==> src/common/lsl_regs.svh <==
`ifndef LSL_REGS_SVH
`define LSL_REGS_SVH

// Channel count and status word layout.
`define LSL_CHANNELS        16
`define LSL_ALL_ONES        16'hFFFF

// Register byte offsets on the AXI4-Lite slave.
`define LSL_OFS_CTRL        4'h0
`define LSL_OFS_ONOFF       4'h4
`define LSL_OFS_SHIFT       4'h8
`define LSL_OFS_STATUS      4'hC
`define LSL_ADDR_W          4

// Field positions.
`define LSL_CTRL_SOFT_BLANK 0
`define LSL_STAT_OVERTEMP   16
`define LSL_STAT_ON_OK      17
`define LSL_STAT_HOT_NOW    18

// Reset values.
`define LSL_CTRL_RST        1'b0

// AXI response codes.
`define LSL_RESP_OKAY       2'b00
`define LSL_RESP_SLVERR     2'b10

// Timing: clock period and least on-time before open-LED results count.
`define LSL_CLK_PERIOD_NS   100
`define LSL_MIN_ON_NS       1000
`define LSL_MIN_ON_CYC      ((`LSL_MIN_ON_NS + `LSL_CLK_PERIOD_NS - 1) / `LSL_CLK_PERIOD_NS)
`define LSL_ON_CNT_W        4

`endif

==> src/common/lsl_pkg.sv <==
`include "lsl_regs.svh"

package lsl_pkg;

    // Serial link pins, kept together through the synchroniser.
    typedef struct packed {
        logic shift_clock;
        logic serial_in;
        logic latch_strobe;
        logic output_blank;
    } lsl_pins_t;

    // Analog indications from the comparators and temperature sensor.
    typedef struct packed {
        logic                       overtemp_hot;
        logic [`LSL_CHANNELS-1:0]   open_cmp;
    } lsl_sense_t;

    typedef logic [`LSL_CHANNELS-1:0] lsl_word_t;

endpackage : lsl_pkg

==> src/hw/lsl_sync.sv <==
`timescale 1ns/10ps

module lsl_sync #(
    parameter int           W    = 1,
    parameter logic [W-1:0] INIT = '0
) (
    // Clock and reset
    input  wire logic         sys_clk,
    input  wire logic         rst,
    // Asynchronous input and its synchronised copy
    input  wire logic [W-1:0] d,
    output logic      [W-1:0] q
);

    logic [W-1:0] meta_q;

    // The first stage feeds only the second stage.
    always_ff @(posedge sys_clk) begin
        if (rst) begin
            meta_q <= INIT;
            q      <= INIT;
        end else begin
            meta_q <= d;
            q      <= meta_q;
        end
    end

endmodule : lsl_sync

==> src/hw/lsl_top.sv <==
`timescale 1ns/10ps
`include "lsl_regs.svh"

// Behaviour
// RL1 - Unblanked output follows its latch bit.
// RL2 - Blank high forces every output off.
// RL3 - Shift register and latch are 16 bits.
// RL4 - Shift clock rise shifts serial_in into LSB.
// RL5 - Strobe rise copies shift register to latch.
// RL6 - Same strobe rise loads status into shifter.
// RL7 - Controller strobes only once per update.
// RL8 - Controller holds blank high until data latched.
// RL9 - Controller zeroes unconnected outputs first.
// RL10 - Low pin on active output sets flag.
// RL11 - Controller waits minimum on-time for flags.
// RL12 - Overtemp warning follows hot indication.
// RL13 - Overtemp never switches outputs off.
// RL14 - Blank rise captures flags until fall.
// RL15 - Captured overtemp reports all flags one.
// RL16 - Status bit zero good, one faulty.
// RL17 - Controller reads status after blank rise.
// RL18 - All outputs switch together.
// RL19 - Bit n is channel n; MSB feeds serial_out.
// RL20 - Data registers have no reset.

module lsl_top
    import lsl_pkg::*;
#(
    parameter int CH = `LSL_CHANNELS
) (
    // Clock and reset
    input  wire logic                   sys_clk,
    input  wire logic                   rst,
    // Serial link pins
    input  wire logic                   shift_clock,
    input  wire logic                   serial_in,
    input  wire logic                   latch_strobe,
    input  wire logic                   output_blank,
    output logic                        serial_out,
    // Sink outputs and sensing
    output logic [CH-1:0]               sink_output_n,
    input  wire logic [CH-1:0]          open_cmp,
    input  wire logic                   overtemp_hot,
    output logic                        overtemp_warning,
    // AXI4-Lite write address and data
    input  wire logic [`LSL_ADDR_W-1:0] s_axi_awaddr,
    input  wire logic                   s_axi_awvalid,
    output logic                        s_axi_awready,
    input  wire logic [31:0]            s_axi_wdata,
    input  wire logic [3:0]             s_axi_wstrb,
    input  wire logic                   s_axi_wvalid,
    output logic                        s_axi_wready,
    // AXI4-Lite write response
    output logic [1:0]                  s_axi_bresp,
    output logic                        s_axi_bvalid,
    input  wire logic                   s_axi_bready,
    // AXI4-Lite read
    input  wire logic [`LSL_ADDR_W-1:0] s_axi_araddr,
    input  wire logic                   s_axi_arvalid,
    output logic                        s_axi_arready,
    output logic [31:0]                 s_axi_rdata,
    output logic [1:0]                  s_axi_rresp,
    output logic                        s_axi_rvalid,
    input  wire logic                   s_axi_rready
);

    localparam lsl_pins_t PINS_INIT = '{shift_clock: 1'b0, serial_in: 1'b0,
                                        latch_strobe: 1'b0, output_blank: 1'b1};

    lsl_pins_t              pins_raw;
    lsl_pins_t              pins_s;
    lsl_pins_t              pins_prev_q;
    lsl_sense_t             sense_raw;
    lsl_sense_t             sense_s;

    logic [CH-1:0]          shift_q;
    logic [CH-1:0]          onoff_q;
    logic [CH-1:0]          status_q;
    logic                   status_hot_q;
    logic [CH-1:0]          open_acc_q;
    logic [CH-1:0]          open_acc_d;
    logic [`LSL_ON_CNT_W-1:0] on_cnt_q;
    logic                   soft_blank_q;

    logic [`LSL_ADDR_W-1:0] awaddr_q;
    logic [31:0]            wdata_q;
    logic [3:0]             wstrb_q;
    logic                   aw_held_q;
    logic                   w_held_q;

    assign pins_raw  = '{shift_clock: shift_clock, serial_in: serial_in,
                         latch_strobe: latch_strobe, output_blank: output_blank};
    assign sense_raw = '{overtemp_hot: overtemp_hot, open_cmp: open_cmp};

    lsl_sync #(
        .W    ($bits(lsl_pins_t)),
        .INIT (PINS_INIT)
    ) u_pin_sync (
        .sys_clk (sys_clk),
        .rst     (rst),
        .d       (pins_raw),
        .q       (pins_s)
    );

    lsl_sync #(
        .W    ($bits(lsl_sense_t)),
        .INIT ('0)
    ) u_sense_sync (
        .sys_clk (sys_clk),
        .rst     (rst),
        .d       (sense_raw),
        .q       (sense_s)
    );

    always_ff @(posedge sys_clk) begin
        if (rst) begin
            pins_prev_q <= PINS_INIT;
        end else begin
            pins_prev_q <= pins_s;
        end
    end

    // Edge decode on the synchronised pins.
    wire shift_rise = pins_s.shift_clock & ~pins_prev_q.shift_clock;
    wire latch_rise = pins_s.latch_strobe & ~pins_prev_q.latch_strobe;
    wire blank_rise = pins_s.output_blank & ~pins_prev_q.output_blank;
    wire blank_fall = ~pins_s.output_blank & pins_prev_q.output_blank;
    wire blanked    = pins_s.output_blank | soft_blank_q;
    wire on_ok      = on_cnt_q >= `LSL_ON_CNT_W'(`LSL_MIN_ON_CYC);

    // RL15 all flags one
    wire [CH-1:0] status_capture = sense_s.overtemp_hot ? CH'(`LSL_ALL_ONES) : open_acc_d;

    // RL10 open flag accumulation
    assign open_acc_d = (blank_fall ? '0 : open_acc_q)
                        | (pins_s.output_blank ? '0 : (onoff_q & sense_s.open_cmp));

    // RL3 RL20 unreset data registers
    // RL4 shift on rise
    // RL5 latch copy
    // RL6 status into shifter
    always_ff @(posedge sys_clk) begin
        if (latch_rise) begin
            onoff_q <= shift_q;
            shift_q <= status_q;
        end else if (shift_rise) begin
            shift_q <= {shift_q[CH-2:0], pins_s.serial_in};
        end
    end

    // RL14 capture on blank rise
    // RL16 one marks fault
    always_ff @(posedge sys_clk) begin
        open_acc_q <= open_acc_d;
        if (blank_rise) begin
            status_q     <= status_capture;
            status_hot_q <= sense_s.overtemp_hot;
        end
    end

    // Counts time with the blank pin low, up to the minimum; the pin going high clears it, so on_ok is not kept with the captured flags.
    always_ff @(posedge sys_clk) begin
        if (rst || pins_s.output_blank) begin
            on_cnt_q <= '0;
        end else if (!on_ok) begin
            on_cnt_q <= on_cnt_q + `LSL_ON_CNT_W'(1);
        end
    end

    // RL1 RL2 gated outputs
    // RL13 overtemp does not gate
    // RL18 one register for all
    always_ff @(posedge sys_clk) begin
        if (rst) begin
            sink_output_n    <= '0;
            overtemp_warning <= 1'b0;
        end else begin
            sink_output_n    <= blanked ? '0 : onoff_q;
            // RL12 warning tracks hot
            overtemp_warning <= sense_s.overtemp_hot;
        end
    end

    // RL19 MSB drives chain
    always_ff @(posedge sys_clk) begin
        serial_out <= shift_q[CH-1];
    end

    // Register bus: address and data may come in either order.
    wire aw_take   = s_axi_awvalid & s_axi_awready;
    wire w_take    = s_axi_wvalid & s_axi_wready;
    wire ar_take   = s_axi_arvalid & s_axi_arready;
    wire wr_go     = aw_held_q & w_held_q & ~s_axi_bvalid;
    wire wr_ctrl   = wr_go & (awaddr_q == `LSL_OFS_CTRL) & wstrb_q[0];
    wire wr_mapped = (awaddr_q == `LSL_OFS_CTRL) | (awaddr_q == `LSL_OFS_ONOFF)
                     | (awaddr_q == `LSL_OFS_SHIFT) | (awaddr_q == `LSL_OFS_STATUS);

    wire [31:0] rd_status = {13'h0000, sense_s.overtemp_hot, on_ok, status_hot_q,
                             16'(status_q)};
    wire [31:0] rd_word   = (s_axi_araddr == `LSL_OFS_CTRL)   ? {31'h0, soft_blank_q} :
                            (s_axi_araddr == `LSL_OFS_ONOFF)  ? 32'(onoff_q) :
                            (s_axi_araddr == `LSL_OFS_SHIFT)  ? 32'(shift_q) :
                            (s_axi_araddr == `LSL_OFS_STATUS) ? rd_status : 32'h0000_0000;
    wire        rd_mapped = (s_axi_araddr == `LSL_OFS_CTRL) | (s_axi_araddr == `LSL_OFS_ONOFF)
                            | (s_axi_araddr == `LSL_OFS_SHIFT)
                            | (s_axi_araddr == `LSL_OFS_STATUS);

    always_ff @(posedge sys_clk) begin
        if (rst) begin
            aw_held_q     <= 1'b0;
            w_held_q      <= 1'b0;
            awaddr_q      <= '0;
            wdata_q       <= '0;
            wstrb_q       <= '0;
            s_axi_awready <= 1'b1;
            s_axi_wready  <= 1'b1;
            s_axi_bvalid  <= 1'b0;
            s_axi_bresp   <= `LSL_RESP_OKAY;
        end else begin
            if (aw_take) begin
                aw_held_q     <= 1'b1;
                awaddr_q      <= s_axi_awaddr;
                s_axi_awready <= 1'b0;
            end
            if (w_take) begin
                w_held_q     <= 1'b1;
                wdata_q      <= s_axi_wdata;
                wstrb_q      <= s_axi_wstrb;
                s_axi_wready <= 1'b0;
            end
            if (wr_go) begin
                aw_held_q    <= 1'b0;
                w_held_q     <= 1'b0;
                s_axi_bvalid <= 1'b1;
                s_axi_bresp  <= wr_mapped ? `LSL_RESP_OKAY : `LSL_RESP_SLVERR;
            end
            if (s_axi_bvalid && s_axi_bready) begin
                s_axi_bvalid  <= 1'b0;
                s_axi_awready <= 1'b1;
                s_axi_wready  <= 1'b1;
            end
        end
    end

    // Soft blank only adds to the pin; it cannot unblank a blanked driver.
    always_ff @(posedge sys_clk) begin
        if (rst) begin
            soft_blank_q <= `LSL_CTRL_RST;
        end else if (wr_ctrl) begin
            soft_blank_q <= wdata_q[`LSL_CTRL_SOFT_BLANK];
        end
    end

    always_ff @(posedge sys_clk) begin
        if (rst) begin
            s_axi_arready <= 1'b1;
            s_axi_rvalid  <= 1'b0;
            s_axi_rdata   <= 32'h0000_0000;
            s_axi_rresp   <= `LSL_RESP_OKAY;
        end else if (ar_take) begin
            s_axi_arready <= 1'b0;
            s_axi_rvalid  <= 1'b1;
            s_axi_rdata   <= rd_word;
            s_axi_rresp   <= rd_mapped ? `LSL_RESP_OKAY : `LSL_RESP_SLVERR;
        end else if (s_axi_rvalid && s_axi_rready) begin
            s_axi_arready <= 1'b1;
            s_axi_rvalid  <= 1'b0;
        end
    end

endmodule : lsl_top

==> config.mk <==
export PLATFORM = sky130hd
export DESIGN_NAME = lsl_top
export DESIGN_NICKNAME = d
export VERILOG_FILES = /design/src/common/lsl_pkg.sv /design/src/hw/lsl_sync.sv /design/src/hw/lsl_top.sv
export VERILOG_INCLUDE_DIRS = /design/src /design/src/common
export SDC_FILE = /design/constraint.sdc
export NUM_CORES = 1
export LEC_CHECK = 0
export BUFFER_PORTS_ARGS = -buffer_cell sky130_fd_sc_hd__buf_2
export CORE_AREA = 2 2 109 111
export CTS_CLUSTER_SIZE = 40
export DETAILED_ROUTE_END_ITERATION = 16
export DIE_AREA = 0 0 111 113
export GPL_TIMING_DRIVEN = 0
export PLACE_DENSITY = 0.85
export SLEW_MARGIN = 20
export SYNTH_ARGS = -nofsm -noshare
export SYNTH_HDL_FRONTEND = slang
export SYNTH_SLANG_ARGS = --single-unit
==> constraint.sdc <==
create_clock -name sys_clk -period 2.3 [get_ports sys_clk]
set_input_delay 0.23 -clock sys_clk [delete_from_list [all_inputs] [get_ports sys_clk]]
set_output_delay 0.23 -clock sys_clk [all_outputs]
set_load 0.01 [all_outputs]
* Word level (Yosys, flattened, before mapping) *
Cells that the tools add are included.

word-level totals
  latch bits = 0
  register bits after elaboration = 182
  output and inout bits = 59
  bits in read-only memories = 0
  bits of input ports = 72
  memories kept = 0
  logic and storage cells = 87
  bits in writable memories = 0

operators by class
  muxes and demuxes = 14
  multiply operators = 0
  reduce and logical (&&, ||, !) cells = 10
  bitwise logic cells = 25
  add/subtract/negate cells = 1
  divide/modulo/power cells = 0
  equality and inequality tests = 6
  shifts and indexed selects = 0
  magnitude comparators = 1

operator list
  cell                   number
  $mux W19               4
  $mux W16               4
  $and A16 B16 Y16       1
  $eq A4 B4 Y1 const B   4
  $or A16 B16 Y16        1
  $and A1 B1 Y1          11
  $eq A4 B3 Y1 const B   2
  $logic_not A4 Y1       2
  $or A1 B1 Y1           7
  $reduce_or A2 Y1       3
  $not A1 Y1             5
  $add A4 B1 Y4 const B  1
  $ge A4 B4 Y1 const B   1
  $mux W1                4
  $mux W2                2
  $reduce_bool A2 Y1     2
  $logic_and A1 B1 Y1    2
  $logic_or A1 B1 Y1     1

* Depth between registers and ports, before layout *
Gate-level depths: netlist (run 1).

  word-level depth = 5
  gate-level depth with buffers = 6
  mapped depth without buffers = 5

* By module *
From an unflattened synthesis (run 1), not the netlist that was laid out.

second synthesis, totals
  cells, all modules = 502
  area total of the unflattened synthesis = 5919.4 um^2

by module, submodules not included
  module                    cells each  area each (um^2)  times used
  lsl_top                   415         4772.1            1
  lsl_sync at u_sense_sync  71          937.1             1
  lsl_sync at u_pin_sync    16          210.2             1

* Least setup slack after synthesis (run 1) *
OpenSTA, ideal clock, no wires.

  path kind = register to register
  start point = register u_pin_sync.q[3]
  end point = register shift_q[0] (enable)
  data arrival time = 1.516 ns
  stages on the path, launching flop included = 3
  setup slack = 0.373 ns
  path buffers = 0
  data required time = 1.889 ns
  path through = dfxtp_1 > inv_1 > o21ai_0

between the ends
  word-level cells in the longest chain between the ends = 2

RTL lines
  item                          line            RTL
  start, declared               lsl_sync.sv:12  output logic [W-1:0] q
  start signal, assigned        lsl_sync.sv:24  q <= meta_q;
  $and A1 B1 Y1                 lsl_top.sv:124  wire shift_rise = pins_s.shift_clock & ~pins_prev_q.shift_clock;
  $reduce_bool A2 Y1 (no line)  -
  end signal, assigned          lsl_top.sv:145  shift_q <= status_q;
  end signal, assigned          lsl_top.sv:147  shift_q <= {shift_q[CH-2:0], pins_s.serial_in};
  end, declared                 lsl_top.sv:76   logic [CH-1:0] shift_q;

No other way between the ends.
A chain may end at the register's enable or synchronous reset.

* Worst setup path after layout (run 1) *
  start point = register u_pin_sync.q[0]
  end point = register status_q[2] (enable)

between the ends
  word-level cells in the longest chain between the ends = 1

RTL lines
  item                  line            RTL
  $and A1 B1 Y1         lsl_top.sv:126  wire blank_rise = pins_s.output_blank & ~pins_prev_q.output_blank;
  via blank_rise        lsl_top.sv:126
  end signal, assigned  lsl_top.sv:156  status_q <= status_capture;
  end, declared         lsl_top.sv:78   logic [CH-1:0] status_q;

The timed path passes the listed nets, and every way through them passes these cells.

==> out/results.txt, run 1 <==
Required @ worst endpoint: 2340 ps
Clk Latency, worst-skew pair: 410 ps
RD Place Congestion: 0.8045
GR Util All Layers: 17.98%
H-tree depth: 4
CTS buffer count: 17
Pwr Total: 6.325 mW
Initial Utilization: 52.24%
Post-DRT Antenna Nets: 0
Yosys warnings: 0
sequential cell area fraction in the yosys report: 65.11%
cts hold-fix bufs: 0
clock sink total: 167
Max Clock Freq: 521.9 MHz
initial antenna violation count: 0
Post-route DRC: 0
post-cts gate resize count: 0
cells on worst reg2reg path: 3
Hold Path Class: in -> reg
leading post-synthesis cells by cell area: dfxtp_1, edfxtp_1, nor2b_1
DR vias/cell: 4.997
total gr overflow: 0
filler cell count: 863
Via Count: 3,863
CP Capture Type: register
Mean Syn Cell Area: 11.71 um2
vias in the first global route: 3,712
Critical Path Start Type: register
Worst-path clk slew: 60 ps
number of hold violations in the final report: 0
Placeable Area: 0.01127 mm2
antenna cells: 0
CTS tree: built
Yosys reg bits: 167
commonest non-fill, non-tap cell in the layout: dfxtp_1
FFs w/ async S/R, synth: 0%
final worst-path setup slack: 383.8 ps
Worst-Margin Slew: 792.0 ps
delay of the slowest cell on the worst path: 660 ps
most frequent cells in the layout: dfxtp_1, buf_2, edfxtp_1
Slew Limit Headroom: 47.19%
WP depth: 3
share of cells above drive strength 1: 26.19%
crit share post-route: 83.31%
Routed WL per cell: 14.25 um
EDFF count, synth: 49
Total Wirelength: 11,020 um
number of max-cap violations: 0
Die H: 113 um
mapped cell area: 0.005888 mm2
Worst IR Drop VDD: 0.4851 mV
share of the synthesized area in the top cell type: 40.12%
WS Path Type: reg -> reg
num rows: 39
drt pass-1 iters: 5
clk_skew: 9.213 ps
Port Buffer Count: 81
Max clock buf depth: 2
pin count of the biggest net entering global routing: 18
area leader, netlist: dfxtp_1
die area: 0.01254 mm2
worst-path cell chain: clkinv_1 > clkbuf_1 > nor2_2
Top Ports: 131
final setup fails: 0
Layout Nets: 691
pre-CTS worst setup slack: 395.2 ps
RSZ-0062 raised after global routing: no
arrival time worst endpoint: 1950 ps
Synth Instances: 503
Bufs and invs on worst path: 2
commonest register cell after synthesis: dfxtp_1
status: finished clean
Leak: 3.097 nW
Layout area overhead: 20.99%
first-pass GRT wire length: 17,810 um
DP HPWL: 8247 um
CTS Root Cell: clkbuf_16
Cell Pwr Density: 887.8 mW/mm2
crit path max fanout: 17
TNS Setup: 0 ps
Final Max Tran Viols: 0
initial drt markers: 249
Hold Crit Depth: 2
post-layout util: 63.20%
CP top delay family: simple AND/OR/NAND/NOR gates
Post-CTS Setup Bufs: 0
post-synth cell types: 45
Final min period: 1916 ps
CP max-delay cell: nor2_2
Die Wd: 111 um
worst reg2reg max path, cell delays in order, from the launching register on:
cell,delay [ps]
dfxtp_1,370
clkinv_1,210
clkbuf_1,300
nor2_2,660
metal layers:
metal,GRT usage [%],routed length (um),vias up
li1,-,-,1963
met1,23.45,4904,1766
met2,29.33,5315,125
met3,4.981,702,9
met4,6.000,93,0
met5,0,0,-
state kept, by name, summed over array words and instances (netlist names), 3 cells and up:
signal,count
s_axi_rdata,19
u_sense_sync.meta_q,17
u_sense_sync.q,17
onoff_q,16
open_acc_q,16
shift_q,16
sink_output_n,16
status_q,16
awaddr_q,4
on_cnt_q,4
u_pin_sync.meta_q,4
u_pin_sync.q,4
pins_prev_q,3
synth_stat cells (2+ instances only):
master,count
dfxtp_1,118
edfxtp_1,49
nor2b_1,42
inv_1,36
a21oi_1,33
nand2_1,23
buf_4,18
nor3_1,18
o21ai_0,18
a32o_1,17
clkbuf_1,17
or2_2,17
nor2_1,15
a221oi_1,14
a22o_1,14
nand3_1,8
nand2b_1,6
buf_6,4
a32oi_1,3
and2_1,3
buf_2,3
a21o_1,2
ha_1,2
or2_1,2
cell families after synthesis:
group	share of synthesized area, %
AOI/OAI and AO/OA	13.11
adders and majority gates	0.4249
buffers and inverters	6.991
DFF	65.11
muxes	0.3612
other	0.06369
and+or+nand+nor	13.94
area by class of cell:
class	count	area, um2	share of cell area, %
multi-input cells	270	1702	23.88
clock inverters	11	88.84	1.247
plain buffers	43	272.8	3.829
repair buffers	81	405.4	5.690
inverters	37	138.9	1.949
flip-flops and latches	167	3834	53.81
clock buffers	21	504.2	7.078
well taps	143	178.9	2.511
stage by stage:
stage	cells	instance area, um2	hold WS (ps)
after global placement	741	6525	398.0
final	773	7124	13.94
after CTS	773	7124	2.340
after detailed placement	741	6531	403.2
after global routing	773	7124	0.09504
after floorplan	517	5941	330.4
power breakdown:
| part | switching, mW | total (mW) | internal, mW | leakage, nW |
|---|---|---|---|---|
| registers | 0.0575 | 3.21 | 3.15 | 1.42 |
| clock network | 1.07 | 2.74 | 1.67 | 0.297 |
| logic | 0.201 | 0.370 | 0.169 | 1.38 |
| total | 1.33 | 6.32 | 5.00 | 3.10 |
worst paths after layout:
check	end	start	slack (ps)
worst max-delay path	status_q[2]	u_pin_sync.q[0]	380
worst min-delay path	u_pin_sync.meta_q[0]	output_blank	10
worst min register to register	u_pin_sync.q[0]	u_pin_sync.meta_q[0]	410
worst max register to register	status_q[2]	u_pin_sync.q[0]	380
Note: power is estimated with default switching activity, not from simulation.
==> inputs of run 2 (changes only) <==
Clock period 2.3 ns to 1.81 ns, I/O delays scaled along.
==> out/results.txt, run 2 (synthesized netlist as in run 1, its figures left out) <==
status: finished clean
DP HPWL: 8599 um (+4.3%)
Routed WL per cell: 14.39 um (+1.0%)
Pwr Total: 7.782 mW (+23%)
Hold Path Class: in -> reg
Largest Register: s_axi_rdata
CTS buffer count: 17 (unchanged)
pin count of the biggest net entering global routing: 18 (unchanged)
Multi-input gate area: 0.001707 mm2 (+0.29%)
Final Max Tran Viols: 0 (unchanged)
Slew Limit Headroom: 47.43% (+0.24 points)
clk_skew: 11.59 ps (+2.380 ps)
number of max-cap violations: 0 (unchanged)
Via Count: 4,024 (+4.2%)
final setup fails: 0 (unchanged)
Worst-path clk slew: 60 ps (about the same)
Port Buffer Count: 81 (unchanged)
Worst IR Drop VDD: 0.8001 mV (+65%)
Cell Count, Final, Fillers Out: 796 (+3.0%)
Clk Latency, worst-skew pair: 420 ps (about the same)
Post-DRT Antenna Nets: 0 (unchanged)
crit path max fanout: 10 (-7)
GR Util All Layers: 18.94% (+0.96 points)
crit share post-route: 93.29% (+10 points)
arrival time worst endpoint: 1850 ps (-100 ps)
initial antenna violation count: 0 (unchanged)
Post-route DRC: 0 (unchanged)
drt pass-1 iters: 5 (unchanged)
most frequent cells in the layout: dfxtp_1, buf_2, edfxtp_1
Initial Utilization: 52.24% (unchanged)
CTS Root Cell: clkbuf_16
Total Wirelength: 11,460 um (+4.0%)
Sequential Area: 0.003834 mm2 (unchanged)
num rows: 39 (unchanged)
Layout Nets: 714 (+3.3%)
top flop regs: s_axi_rdata (19), u_sense_sync.meta_q (17), u_sense_sync.q (17)
share of cells above drive strength 1: 25.27% (-0.92 points)
max FFs per register: 19 (unchanged)
Worst-Margin Slew: 788.4 ps (-3.616 ps)
initial drt markers: 303 (+22%)
Cell Pwr Density: 1066 mW/mm2 (+20%)
Top Ports: 131 (unchanged)
number of hold violations in the final report: 0 (unchanged)
H-tree depth: 4 (unchanged)
commonest non-fill, non-tap cell in the layout: dfxtp_1
clock sink total: 167 (unchanged)
RD Place Congestion: 0.8076 (+0.39%)
filler cell count: 852 (-1.3%)
Required @ worst endpoint: 1970 ps (-370 ps)
Placeable Area: 0.01127 mm2 (unchanged)
vias in the first global route: 3,926 (+5.8%)
die area: 0.01254 mm2 (unchanged)
DR vias/cell: 5.055 (+1.2%)
CP Capture Type: register
antenna cells: 0 (unchanged)
CTS tree: built
RSZ-0062 raised after global routing: no
total gr overflow: 0 (unchanged)
Die H: 113 um (unchanged)
WS Path Type: reg -> reg
Layout area overhead: 23.95%
first-pass GRT wire length: 18,690 um (+5.0%)
Hold WS: 18.50 ps (+4.565 ps)
Leak: 3.160 nW (+2.0%)
Max clock buf depth: 2 (unchanged)
Die Wd: 111 um (unchanged)
Final min period: 1689 ps (-227.6 ps)
Max Clock Freq: 592.2 MHz (+13%)
Critical Path Start Type: register
Placed Instances: 741 (unchanged)
[run 2: changes by cell type in the layout (fill, tap and decap cells not counted), sizes merged]
cell	previous run	this run
buf	106	108
bufinv	1	0
inv	39	37
dlygate4sd3	0	22
clkbuf	39	41
[run 2: path summary, 6_finish.rpt]
| path | slack [ps] | end | cells past startpoint | startpoint |
|---|---|---|---|---|
| max | 120 | status_q[9] | 5 | u_pin_sync.q[0] |
| min | 20 | s_axi_awready | 3 | s_axi_bready |
| max reg2reg | 120 | status_q[9] | 5 | u_pin_sync.q[0] |
| min reg2reg | 410 | u_pin_sync.q[0] | 1 | u_pin_sync.meta_q[0] |
[run 2: layout make-up]
type	count	share of cell area (%)
Timing Repair Buffer	104	8.675
Sequential cell	167	52.53
Multi-Input combinational cell	270	23.38
Clock buffer	24	6.618
Clock inverter	8	0.6343
Tap cell	143	2.452
Inverter	37	1.954
Buffer	43	3.755
[run 2: repair_timing]
item                                    4_1_cts  5_1_grt
hold buffers                                 22        0
resized for setup                             2        2
setup buffers                                 0        1
hold endpoints to repair                     22        0
endpoints found under the setup margin       17        3
pin swaps                                     0        0
[run 2: critical path, cell delays in order, from the launching register on]
cell and delay [ps]:
dfxtp_1 340, nand2b_1 150, clkbuf_1 180, buf_2 230, a32o_1 250, or2_2 290
[run 2: routing by layer]
metal	GRT usage [%]	share of wire, %	vias to the layer above	wire length (um)
met5	0	0	-	0
met4	6.750	1.8	0	208
met3	5.303	7.0	14	799
met2	31.57	49	137	5580
met1	23.88	42	1867	4868
li1	-	-	2006	-
[run 2: report_power, final]
| group | leakage (nW) | switching, mW | total (mW) | internal, mW |
|---|---|---|---|---|
| Sequential | 1.42 | 0.0727 | 4.08 | 4.01 |
| Clock | 0.268 | 1.33 | 3.19 | 1.86 |
| Combinational | 1.47 | 0.264 | 0.512 | 0.248 |
[run 2: per-stage QoR]
| step | TNS [ps] | area [um2] | utilization (%) | worst slack (ps) |
|---|---|---|---|---|
| after floorplan | 0 | 5943 | - | 226.9 |
| after global placement | -1895 | 6528 | 57.91 | -108.4 |
| after detailed placement | -1847 | 6531 | 57.94 | -109.2 |
| after CTS | 0 | 7287 | 64.65 | 76.06 |
| after global routing | 0 | 7298 | 64.75 | 22.05 |
| final | 0 | 7298 | 64.75 | 121.4 |
